===== config.mk =====
export PLATFORM = sky130hd
export DESIGN_NAME = standard_pwm_channel
export DESIGN_NICKNAME = d
export VERILOG_FILES = /design/src/pwm_pkg.sv /design/src/period_timer.sv /design/src/pwm_channel.sv
export SDC_FILE = /design/constraint.sdc
export NUM_CORES = 1
export LEC_CHECK = 0
export ABC_AREA = 0
export BUFFER_PORTS_ARGS = -buffer_cell sky130_fd_sc_hd__buf_2
export CAP_MARGIN = 5
export CELL_PAD_IN_SITES_DETAIL_PLACEMENT = 0
export CELL_PAD_IN_SITES_GLOBAL_PLACEMENT = 1
export CORE_MARGIN = 1
export CORE_UTILIZATION = 40
export DETAILED_ROUTE_END_ITERATION = 16
export GPL_ROUTABILITY_DRIVEN = 0
export PLACE_DENSITY_LB_ADDON = 0.1
export SYNTH_ARGS = -nofsm -noshare
export SYNTH_HDL_FRONTEND = slang
export SYNTH_SLANG_ARGS = --single-unit

===== constraint.sdc =====
create_clock -name aclk -period 2.12 [get_ports aclk]
set_input_delay 0.106 -clock aclk [delete_from_list [all_inputs] [get_ports aclk]]
set_output_delay 0.106 -clock aclk [all_outputs]
set_load 0.05 [all_outputs]

===== src/pwm_pkg.sv =====
// Package: register map, fields, reset values and types of the PWM channel
// Overview of operation
// [RULE_01] Timer clears on the increment after it equals the period limit.
// [RULE_02] Output rises at each period start unless duty is zero.
// [RULE_03] Period end copies the written duty into the latch.
// [RULE_04] Period is (limit+1)*4*prescale clocks.
// [RULE_05] Postscaler never changes the period.
// [RULE_06] Duty is ten bits: duty register high, control bits 5:4 low.
// [RULE_07] Duty may be written any time without disturbing the period.
// [RULE_08] In PWM mode the latched duty is read-only.
// [RULE_09] Low duty bits sit in a hidden two-bit latch.
// [RULE_10] Time base is count plus two sub-count or prescaler bits.
// [RULE_11] Output falls when the time base equals the latched duty.
// [RULE_12] Duty beyond the period never matches; output keeps its level.
// [RULE_13] Resolution is log2(4*(limit+1)); ten bits at limit 255.
// [RULE_14] A two-bit select field picks one of three timers.
// [RULE_15] Each period-end match sets the selected timer's match flag.
// [RULE_16] Sleep freezes timer and state; counting resumes from the held value.
// [RULE_17] Reset restores all registers and releases the pin to input.
// [RULE_18] Software disables driver, programs, starts timer, waits for flag, enables driver.
// [RULE_19] Writing zero to control releases the pin.
package pwm_pkg;

    // ******
    // Register byte offsets
    // ******
    localparam logic [7:0] CTRL_OFS     = 8'h00;
    localparam logic [7:0] DUTY_HI_OFS  = 8'h04;
    localparam logic [7:0] DUTY_LAT_OFS = 8'h08;
    localparam logic [7:0] TSEL_OFS     = 8'h0C;
    localparam logic [7:0] DIR_OFS      = 8'h10;
    localparam logic [7:0] IRQ_STAT_OFS = 8'h14;
    localparam logic [7:0] IRQ_EN_OFS   = 8'h18;
    localparam logic [7:0] IRQ_CLR_OFS  = 8'h1C;
    // Per-timer block: limit, control, count at base + 0x10 * index
    localparam logic [7:0] TMR_BASE_OFS = 8'h20;
    localparam logic [7:0] TMR_STRIDE   = 8'h10;
    localparam logic [7:0] LIMIT_SUB    = 8'h00;
    localparam logic [7:0] TCTRL_SUB    = 8'h04;
    localparam logic [7:0] COUNT_SUB    = 8'h08;

    // ******
    // Field positions and codes
    // ******
    localparam int DUTY_LO_POS   = 4;
    localparam int RUN_BIT_POS   = 2;
    localparam int POSTS_POS     = 3;
    localparam logic [3:0] PWM_MODE_CODE = 4'hC;
    localparam int NUM_TIMERS    = 3;

    // ******
    // Reset values
    // ******
    localparam logic [7:0] CTRL_RST   = 8'h00;
    localparam logic [7:0] LIMIT_RST  = 8'hFF;
    localparam logic [7:0] TCTRL_RST  = 8'h00;
    localparam logic [7:0] TSEL_RST   = 8'h00;
    localparam logic       DIR_RST    = 1'b1;
    localparam int         CLK_PER_TICK = 4;

    // ******
    // Shared types
    // ******
    typedef struct packed {
        logic [7:0] limit;
        logic [7:0] ctrl;
    } timer_cfg_t;

    typedef struct packed {
        logic [7:0] count;
        logic [1:0] sub;
        logic       match;
    } timer_state_t;

endpackage


===== src/period_timer.sv =====
// One shared 8-bit period timer with prescaler and two-bit sub-count
`timescale 1ns/1ps
module period_timer
    import pwm_pkg::*;
(
    input  wire logic         aclk,
    input  wire logic         aresetn,
    input  wire logic         ce,
    input  wire timer_cfg_t   cfg,
    input  wire logic         cnt_we,
    input  wire logic [7:0]   cnt_wdata,
    output timer_state_t      st
);
    logic [5:0] pre_reg;
    logic [7:0] count_reg;
    logic       match_reg;
    logic       run;
    logic [5:0] pre_max;
    logic       tick;
    logic [1:0] sub_bits;

    // Prescale 1, 4, 16, 16 in ticks of four clocks; postscale unused [RULE_05]
    assign run = cfg.ctrl[RUN_BIT_POS];
    assign pre_max = (cfg.ctrl[1:0] == 2'b00) ? 6'd0 :
                     (cfg.ctrl[1:0] == 2'b01) ? 6'd15 : 6'd63; // [RULE_04]
    // pre_reg counts clocks within one count
    assign tick = run && (pre_reg == ((cfg.ctrl[1:0] == 2'b00) ? 6'd3 : pre_max));
    // Sub-count: clock phase at 1:1, two prescaler bits otherwise [RULE_10]
    assign sub_bits = (cfg.ctrl[1:0] == 2'b00) ? pre_reg[1:0] :
                      (cfg.ctrl[1:0] == 2'b01) ? pre_reg[3:2] : pre_reg[5:4];
    assign st = '{count: count_reg, sub: sub_bits, match: match_reg};

    // Prescaler; held when stopped or frozen [RULE_16]
    always_ff @(posedge aclk) begin
        if (!aresetn) begin
            pre_reg <= 6'd0;
        end else if (ce && run) begin
            pre_reg <= tick ? 6'd0 : pre_reg + 6'd1;
        end
    end

    // Counter clears on the tick after matching the limit [RULE_01]
    always_ff @(posedge aclk) begin
        if (!aresetn) begin
            count_reg <= 8'h00;
            match_reg <= 1'b0;
        end else if (ce) begin
            match_reg <= 1'b0;
            if (cnt_we) begin
                count_reg <= cnt_wdata;
            end else if (tick) begin
                if (count_reg == cfg.limit) begin
                    count_reg <= 8'h00; // [RULE_01]
                    match_reg <= 1'b1;
                end else begin
                    count_reg <= count_reg + 8'h01;
                end
            end
        end
    end
endmodule


===== src/pwm_channel.sv =====
// Standard PWM channel with three period timers and an AXI4-Lite register slave
//
// The AXI4-Lite slave port and the register addresses are this design's own decisions.
`timescale 1ns/1ps
module standard_pwm_channel
    import pwm_pkg::*;
(
    input  wire logic        aclk,
    input  wire logic        aresetn,
    input  wire logic        ce,
    input  wire logic [7:0]  s_axi_awaddr,
    input  wire logic        s_axi_awvalid,
    output logic             s_axi_awready,
    input  wire logic [31:0] s_axi_wdata,
    input  wire logic [3:0]  s_axi_wstrb,
    input  wire logic        s_axi_wvalid,
    output logic             s_axi_wready,
    output logic [1:0]       s_axi_bresp,
    output logic             s_axi_bvalid,
    input  wire logic        s_axi_bready,
    input  wire logic [7:0]  s_axi_araddr,
    input  wire logic        s_axi_arvalid,
    output logic             s_axi_arready,
    output logic [31:0]      s_axi_rdata,
    output logic [1:0]       s_axi_rresp,
    output logic             s_axi_rvalid,
    input  wire logic        s_axi_rready,
    output logic             pwm_output_pin_o,
    output logic             pwm_output_pin_oe,
    output logic             irq
);

    // ******
    // Registers
    // ******
    logic [7:0]   ctrl_reg;
    logic [7:0]   duty_hi_reg;
    logic [7:0]   duty_lat_reg;
    logic [1:0]   duty_lo_lat_reg;
    logic [7:0]   tsel_reg;
    logic         dir_reg;
    logic [2:0]   irq_stat_reg;
    logic [2:0]   irq_en_reg;
    logic         pwm_reg;
    logic         oe_reg;
    logic         irq_reg;
    timer_cfg_t   tcfg_reg [NUM_TIMERS];
    timer_state_t tst [NUM_TIMERS];
    logic [NUM_TIMERS-1:0] cnt_we;

    // ******
    // AXI4-Lite write path: address and data taken in either order
    // ******
    logic        aw_held_reg;
    logic [7:0]  aw_addr_reg;
    logic        w_held_reg;
    logic [31:0] w_data_reg;
    logic        w_lane0_reg;
    logic        bvalid_reg;
    logic [1:0]  bresp_reg;
    logic        wr_fire;
    logic [7:0]  wa;
    logic        wr_en;
    logic [7:0]  wd;

    assign s_axi_awready = !aw_held_reg && !bvalid_reg;
    assign s_axi_wready  = !w_held_reg && !bvalid_reg;
    assign wr_fire = aw_held_reg && w_held_reg && !bvalid_reg;
    assign wa      = aw_addr_reg;
    assign wd      = w_data_reg[7:0];
    assign wr_en   = ce && wr_fire && w_lane0_reg;
    assign s_axi_bvalid = bvalid_reg;
    assign s_axi_bresp  = bresp_reg;

    // Known write targets; others answer SLVERR
    logic wa_tmr;
    logic [1:0] wa_idx;
    logic [7:0] wa_sub;
    logic wa_known;
    assign wa_tmr = (wa >= TMR_BASE_OFS) && (wa < TMR_BASE_OFS + 8'(NUM_TIMERS * 16));
    assign wa_idx = 2'((wa - TMR_BASE_OFS) >> 4);
    assign wa_sub = (wa - TMR_BASE_OFS) & 8'h0F;
    assign wa_known = (wa == CTRL_OFS) || (wa == DUTY_HI_OFS) || (wa == DUTY_LAT_OFS) ||
                      (wa == TSEL_OFS) || (wa == DIR_OFS) || (wa == IRQ_STAT_OFS) ||
                      (wa == IRQ_EN_OFS) || (wa == IRQ_CLR_OFS) ||
                      (wa_tmr && (wa_sub == LIMIT_SUB || wa_sub == TCTRL_SUB ||
                                  wa_sub == COUNT_SUB));

    // Channel capture and response
    always_ff @(posedge aclk) begin
        if (!aresetn) begin
            aw_held_reg <= 1'b0;
            aw_addr_reg <= 8'h00;
            w_held_reg  <= 1'b0;
            w_data_reg  <= 32'h0000_0000;
            w_lane0_reg <= 1'b0;
            bvalid_reg  <= 1'b0;
            bresp_reg   <= 2'b00;
        end else if (ce) begin
            if (s_axi_awvalid && s_axi_awready) begin
                aw_held_reg <= 1'b1;
                aw_addr_reg <= s_axi_awaddr;
            end
            if (s_axi_wvalid && s_axi_wready) begin
                w_held_reg  <= 1'b1;
                w_data_reg  <= s_axi_wdata;
                w_lane0_reg <= s_axi_wstrb[0];
            end
            if (wr_fire) begin
                aw_held_reg <= 1'b0;
                w_held_reg  <= 1'b0;
                bvalid_reg  <= 1'b1;
                bresp_reg   <= wa_known ? 2'b00 : 2'b10;
            end else if (bvalid_reg && s_axi_bready) begin
                bvalid_reg <= 1'b0;
            end
        end
    end

    // ******
    // AXI4-Lite read path
    // ******
    logic        rvalid_reg;
    logic [31:0] rdata_reg;
    logic [1:0]  rresp_reg;
    logic [7:0]  ra;
    logic        ra_tmr;
    logic [1:0]  ra_idx;
    logic [7:0]  ra_sub;
    logic [7:0]  rd_byte;
    logic        rd_ok;

    assign s_axi_arready = !rvalid_reg;
    assign s_axi_rvalid  = rvalid_reg;
    assign s_axi_rdata   = rdata_reg;
    assign s_axi_rresp   = rresp_reg;
    assign ra     = s_axi_araddr;
    assign ra_tmr = (ra >= TMR_BASE_OFS) && (ra < TMR_BASE_OFS + 8'(NUM_TIMERS * 16));
    assign ra_idx = 2'((ra - TMR_BASE_OFS) >> 4);
    assign ra_sub = (ra - TMR_BASE_OFS) & 8'h0F;

    // Read mux; the clear register reads as zero
    always_comb begin
        rd_byte = 8'h00;
        rd_ok   = 1'b1;
        case (ra)
            CTRL_OFS:     rd_byte = ctrl_reg;
            DUTY_HI_OFS:  rd_byte = duty_hi_reg;
            DUTY_LAT_OFS: rd_byte = duty_lat_reg;
            TSEL_OFS:     rd_byte = tsel_reg;
            DIR_OFS:      rd_byte = {7'd0, dir_reg};
            IRQ_STAT_OFS: rd_byte = {5'd0, irq_stat_reg};
            IRQ_EN_OFS:   rd_byte = {5'd0, irq_en_reg};
            IRQ_CLR_OFS:  rd_byte = 8'h00;
            default: begin
                if (ra_tmr && ra_sub == LIMIT_SUB) begin
                    rd_byte = tcfg_reg[ra_idx].limit;
                end else if (ra_tmr && ra_sub == TCTRL_SUB) begin
                    rd_byte = tcfg_reg[ra_idx].ctrl;
                end else if (ra_tmr && ra_sub == COUNT_SUB) begin
                    rd_byte = tst[ra_idx].count;
                end else begin
                    rd_ok = 1'b0;
                end
            end
        endcase
    end

    always_ff @(posedge aclk) begin
        if (!aresetn) begin
            rvalid_reg <= 1'b0;
            rdata_reg  <= 32'h0000_0000;
            rresp_reg  <= 2'b00;
        end else if (ce) begin
            if (s_axi_arvalid && s_axi_arready) begin
                rvalid_reg <= 1'b1;
                rdata_reg  <= {24'h00_0000, rd_byte};
                rresp_reg  <= rd_ok ? 2'b00 : 2'b10;
            end else if (rvalid_reg && s_axi_rready) begin
                rvalid_reg <= 1'b0;
            end
        end
    end

    // ******
    // Three shared period timers
    // ******
    genvar g;
    generate
        for (g = 0; g < NUM_TIMERS; g++) begin : g_tmr
            assign cnt_we[g] = wr_en && wa_tmr && (wa_idx == 2'(g)) && (wa_sub == COUNT_SUB);
            period_timer u_tmr (
                .aclk      (aclk),
                .aresetn   (aresetn),
                .ce        (ce),
                .cfg       (tcfg_reg[g]),
                .cnt_we    (cnt_we[g]),
                .cnt_wdata (wd),
                .st        (tst[g])
            );
            // Timer limit and control registers; reset restores defaults [RULE_17]
            always_ff @(posedge aclk) begin
                if (!aresetn) begin
                    tcfg_reg[g] <= '{limit: LIMIT_RST, ctrl: TCTRL_RST};
                end else if (wr_en && wa_tmr && wa_idx == 2'(g)) begin
                    if (wa_sub == LIMIT_SUB) begin
                        tcfg_reg[g].limit <= wd;
                    end else if (wa_sub == TCTRL_SUB) begin
                        tcfg_reg[g].ctrl <= {1'b0, wd[6:0]};
                    end
                end
            end
        end
    endgenerate

    // ******
    // Selected time base and compare
    // ******
    logic [1:0]  sel;
    timer_state_t cur;
    logic [9:0]  timebase;
    logic [9:0]  duty_lat10;
    logic [9:0]  duty_new10;
    logic        pwm_mode;
    logic        period_end;
    logic        duty_hit;

    // Field value 3 falls back to the first timer
    assign sel      = (tsel_reg[1:0] == 2'b11) ? 2'b00 : tsel_reg[1:0]; // [RULE_14]
    assign cur      = tst[sel];
    assign timebase = {cur.count, cur.sub}; // [RULE_10] [RULE_13]
    assign duty_lat10 = {duty_lat_reg, duty_lo_lat_reg}; // [RULE_09]
    assign duty_new10 = {duty_hi_reg, ctrl_reg[DUTY_LO_POS+1:DUTY_LO_POS]}; // [RULE_06]
    assign pwm_mode   = (ctrl_reg[3:2] == PWM_MODE_CODE[3:2]);
    assign period_end = cur.match;
    // Duty beyond the period never equals the time base [RULE_12]
    assign duty_hit   = (timebase == duty_lat10); // [RULE_11]

    // Control and duty registers; written any time, compared only via latch [RULE_07]
    always_ff @(posedge aclk) begin
        if (!aresetn) begin
            ctrl_reg    <= CTRL_RST;
            duty_hi_reg <= 8'h00;
            tsel_reg    <= TSEL_RST;
            dir_reg     <= DIR_RST;
            irq_en_reg  <= 3'b000;
        end else if (wr_en) begin
            if (wa == CTRL_OFS) ctrl_reg <= wd;
            if (wa == DUTY_HI_OFS) duty_hi_reg <= wd;
            if (wa == TSEL_OFS) tsel_reg <= wd;
            if (wa == DIR_OFS) dir_reg <= wd[0];
            if (wa == IRQ_EN_OFS) irq_en_reg <= wd[2:0];
        end
    end

    // Double buffer loaded at period end; writable only outside PWM mode
    always_ff @(posedge aclk) begin
        if (!aresetn) begin
            duty_lat_reg    <= 8'h00;
            duty_lo_lat_reg <= 2'b00;
        end else if (ce) begin
            if (pwm_mode && period_end) begin
                duty_lat_reg    <= duty_hi_reg; // [RULE_03]
                duty_lo_lat_reg <= ctrl_reg[DUTY_LO_POS+1:DUTY_LO_POS]; // [RULE_09]
            end else if (wr_en && wa == DUTY_LAT_OFS && !pwm_mode) begin
                duty_lat_reg <= wd; // [RULE_08]
            end
        end
    end

    // Output level: set at period start, cleared on duty match
    always_ff @(posedge aclk) begin
        if (!aresetn) begin
            pwm_reg <= 1'b0;
        end else if (ce) begin
            if (!pwm_mode) begin
                pwm_reg <= 1'b0;
            end else if (period_end) begin
                pwm_reg <= (duty_new10 != 10'd0); // [RULE_02]
            end else if (duty_hit) begin
                pwm_reg <= 1'b0; // [RULE_11]
            end
        end
    end

    // Pin drive: control zero or direction bit set releases the pin
    always_ff @(posedge aclk) begin
        if (!aresetn) begin
            oe_reg <= 1'b0; // [RULE_17]
        end else begin
            oe_reg <= (ctrl_reg != 8'h00) && pwm_mode && !dir_reg; // [RULE_19]
        end
    end

    // ******
    // Match flags: set beats clear in the same cycle
    // ******
    logic [2:0] flag_set;
    logic [2:0] flag_clr;
    assign flag_set = ce ? {tst[2].match, tst[1].match, tst[0].match} : 3'b000; // [RULE_15]
    assign flag_clr = (wr_en && wa == IRQ_CLR_OFS) ? wd[2:0] : 3'b000;

    always_ff @(posedge aclk) begin
        if (!aresetn) begin
            irq_stat_reg <= 3'b000;
            irq_reg      <= 1'b0;
        end else begin
            irq_stat_reg <= (irq_stat_reg & ~flag_clr) | flag_set; // [RULE_15]
            irq_reg      <= |(((irq_stat_reg & ~flag_clr) | flag_set) & irq_en_reg);
        end
    end

    assign pwm_output_pin_o  = pwm_reg;
    assign pwm_output_pin_oe = oe_reg;
    assign irq               = irq_reg;

endmodule


==> summary.md <==
| Metric | Value |
|---|---|
| Root buf cell | clkbuf_16 |
| Routed length per instance | 19.92 um |
| VDD IR max | 0.5267 mV |
| Area Overhead vs Synth | 21.02% |
| Tot GR Track Use | 0.2555 |
| R2R Setup Slk | 0.07 ns |
| CP Launch Type | register |
| Largest register FFs | 45 |
| Chip height | 154.1 um |
| RSZ-0062 raised after global routing | yes |
| Fmax | 0.4878 GHz |
| Dpl cell area | 10,220 um^2 |
| Share of post-route cells with drive strength above 1 | 0.2000 |
| Final instance area | 11,200 um^2 |
| Post-route ant nets | 0 |
| Worst Hold Depth | 3 |
| Core area | 22,640 um^2 |
| Worst Hold Class | input port to register |
| Crit Path Class | register to register |
| Syn_area_per_cell | 8.660 um^2 |
| Seq/Total Area, Yosys | 0.4055 |
| 1st-pass router iterations | 5 |
| Synth top cells by count | 145 x nor2_1, 120 x dfxtp_1, 101 x nand2_1 |
| Die area | 23,760 um^2 |
| N_diodes | 0 |
| Pwr Density | 645.6 nW/um^2 |
| Nets | 1,248 |
| Leading post-synthesis cells by cell area | dfxtp_1 26%, edfxtp_1 15%, mux2i_1 9.0% |
| Leak | 4.365 nW |
| Post-layout min period | 2.050 ns |
| Worst-path clk slew | 0.08 ns |
| Storage element area | 3762 um^2 |
| Num ports | 104 |
| Multi-input gate area | 5170 um^2 |
| Gr ovfl total | 0 |
| Detailed Route Iter0 Violations | 580 |
| H-tree depth | 4 |
| DR vias/cell | 5.430 |
| Worst Path Max Fanout | 11 |
| HPWL Detailed | 21.72 mm |
| Via count | 8,036 |
| First-pass GRT wire length | 45.57 mm |
| Final Hold Fails | 0 |
| Yosys top cell by area | dfxtp_1 |
| Clk buf depth | 2 |
| Synth Instances | 1,069 |
| Final Max Slew Viols | 0 |
| # setup viols final | 0 |
| Die width | 154.1 um |
| Outcome | finished, final reports clean |
| Clock sinks | 165 |
| Post-Route WL | 29.49 mm |
| Vias in the first global route | 7,631 |
| Final Skew | 0.02072 ns |
| Mapped Area | 9258 um^2 |
| Critical Path RT | 2.45 ns |
| Starting Density | 0.4089 |
| Synth unique cells | 70 |
| Setup TNS | 0 ns |
| DR DRC count | 0 |
| Inserted Clock Buffers | 17 |
| Worst setup EP type | register |
| Synthesized flop and latch total | 165 |
| Max-cap violations | 0 |
| Number of placement rows | 55 |
| Largest net degree at the start of global routing | 73 |
| CTS tree | built |
| Hold worst-path end | s_axi_rresp[1]$_SDFFE_PN0P_ |
| Number of fill cells in the layout | 2,192 |
| Initial antenna violation count | 0 |
| Slew at the pin closest to its max-slew limit | 0.9267 ns |
| Reg-to-Reg Start | tsel_reg[1]$_SDFFE_PN0P_ |
| Critical path origin | tsel_reg[1]$_SDFFE_PN0P_ |
| Relative slew slack | 0.3813 |
| Warnings from Yosys | 0 |
| Number of synthesized flops with an enable pin | 45 |
| Ys async rst share | 0 |
| HP Start | s_axi_araddr[0] |
| Count leader, synth | nor2_1 |
| Overall power | 7.233 mW |
| Share of Yosys cell area claimed by the top area cell type | 0.2595 |
| Worst skew pair latency | 0.44 ns |
| Reg-to-Reg End | pwm_output_pin_o$_SDFFE_PN0P_ |
| Crit share post-route | 0.9669 |
| Worst r2r path cells | 7 |
| Top FF cell, synth | dfxtp_1 |
| # port buffers | 50 |
| Critical path data arrival time | 2.38 ns |
## where the power goes
| group | internal (mW) | switching, mW |
|---|---|---|
| sequential | 3.27 | 0.0699 |
| clock | 1.65 | 1.56 |
| combinational | 0.216 | 0.469 |
| total | 5.14 | 2.10 |
## layer usage
| layer | vias to the layer above | global-route usage | part of all wire |
|---|---|---|---|
| met5 | - | 0 | 0 |
| met4 | 0 | 0.07190 | 0.019 |
| met3 | 30 | 0.04171 | 0.042 |
| met2 | 181 | 0.4188 | 0.47 |
| met1 | 3829 | 0.3463 | 0.47 |
| li1 | 3996 | - | - |
## cell families (layout without fill, tap and decap cells)
group / Yosys count / after routing / synth area share
and+or+nand+nor: 428 / 428 / 0.2262
buffers and inverters: 111 / 212 / 0.05960
other: 1 / 26 / 0.0004051
muxes: 85 / 85 / 0.09217
adders and majority gates: 6 / 6 / 0.008109
AOI/OAI and AO/OA: 224 / 224 / 0.1616
DFF: 165 / 165 / 0.4055
xor gates and xnor gates: 49 / 49 / 0.04636
## worst max path at each step
stage / end / slack, ns / depth (start not counted)
3_3_place_gp: pwm_output_pin_o$_SDFFE_PN0P_ / -0.09 / 7
4_1_cts: g_tmr[1].u_tmr.count_reg[2]$_SDFFE_PN0P_ / 0.03 / 7
6_report: pwm_output_pin_o$_SDFFE_PN0P_ / 0.07 / 7
5_1_grt: pwm_output_pin_o$_SDFFE_PN0P_ / -0.06 / 7
3_5_place_dp: pwm_output_pin_o$_SDFFE_PN0P_ / -0.14 / 7
2_1_floorplan: tcfg_reg[2][0]$_SDFFCE_PN0P_ / 0.008 / 7
## through the flow
stage / std cells / hold WS, ns / worst slack, ns / util
after floorplan: 1094 / 0.2420 / 0.007957 / -
after global routing: 1480 / 0.04090 / -0.06363 / 0.4948
after global placement: 1419 / 0.3397 / -0.08658 / 0.4513
after CTS: 1470 / 0.02462 / 0.03163 / 0.4878
after detailed placement: 1419 / 0.3471 / -0.1390 / 0.4513
final: 1480 / 0.02790 / 0.07013 / 0.4948
## final cells by class
| cell class | count | share of cell area |
|---|---|---|
| clock inverter | 14 | 0.01586 |
| inverter | 4 | 0.001340 |
| sequential | 165 | 0.3358 |
| timing repair buffer | 176 | 0.1145 |
| multi-input combinational | 818 | 0.4615 |
| clock buffer | 18 | 0.03920 |
| tap | 285 | 0.03183 |
## worst max-delay path, cell delays in order (launching register included)
cell      delay, ns
dfxtp_4        0.40
or3b_2         0.47
o221ai_1       0.10
xor2_1         0.17
nand4_1        0.13
nor4_1         0.32
a311oi_1       0.14
a41o_1         0.22
## cells in the final DEF, fill, tap and decap left out, drive strengths merged, types with 7 or more instances in the layout
master and instances:
a31oi 16, nor3b 7, and2 32, a21oi 51, a22oi 14, a211oi 25
xnor2 39, inv 12, or3 30, nand3 33, o21ai 59, conb 26
mux2i 83, dfxtp 120, nor3 11, nand3b 7, nand4 9, edfxtp 45
a311oi 7, buf 157, nor2b 12, dlygate4sd3 19, nor2 146, clkbuf 18
xor2 10, nand2 107, and3 10, o211ai 11
## timing repair
item | in CTS | in global routing
hold endpoints to repair | 19 | 0
endpoints found under the setup margin | 2 | 50
setup buffers | 0 | 9
hold buffers | 19 | 0
resized for setup | 7 | 23
pin swaps | 0 | 5
cloned | 0 | 1
No activity file was read; power rests on OpenSTA's default activity.
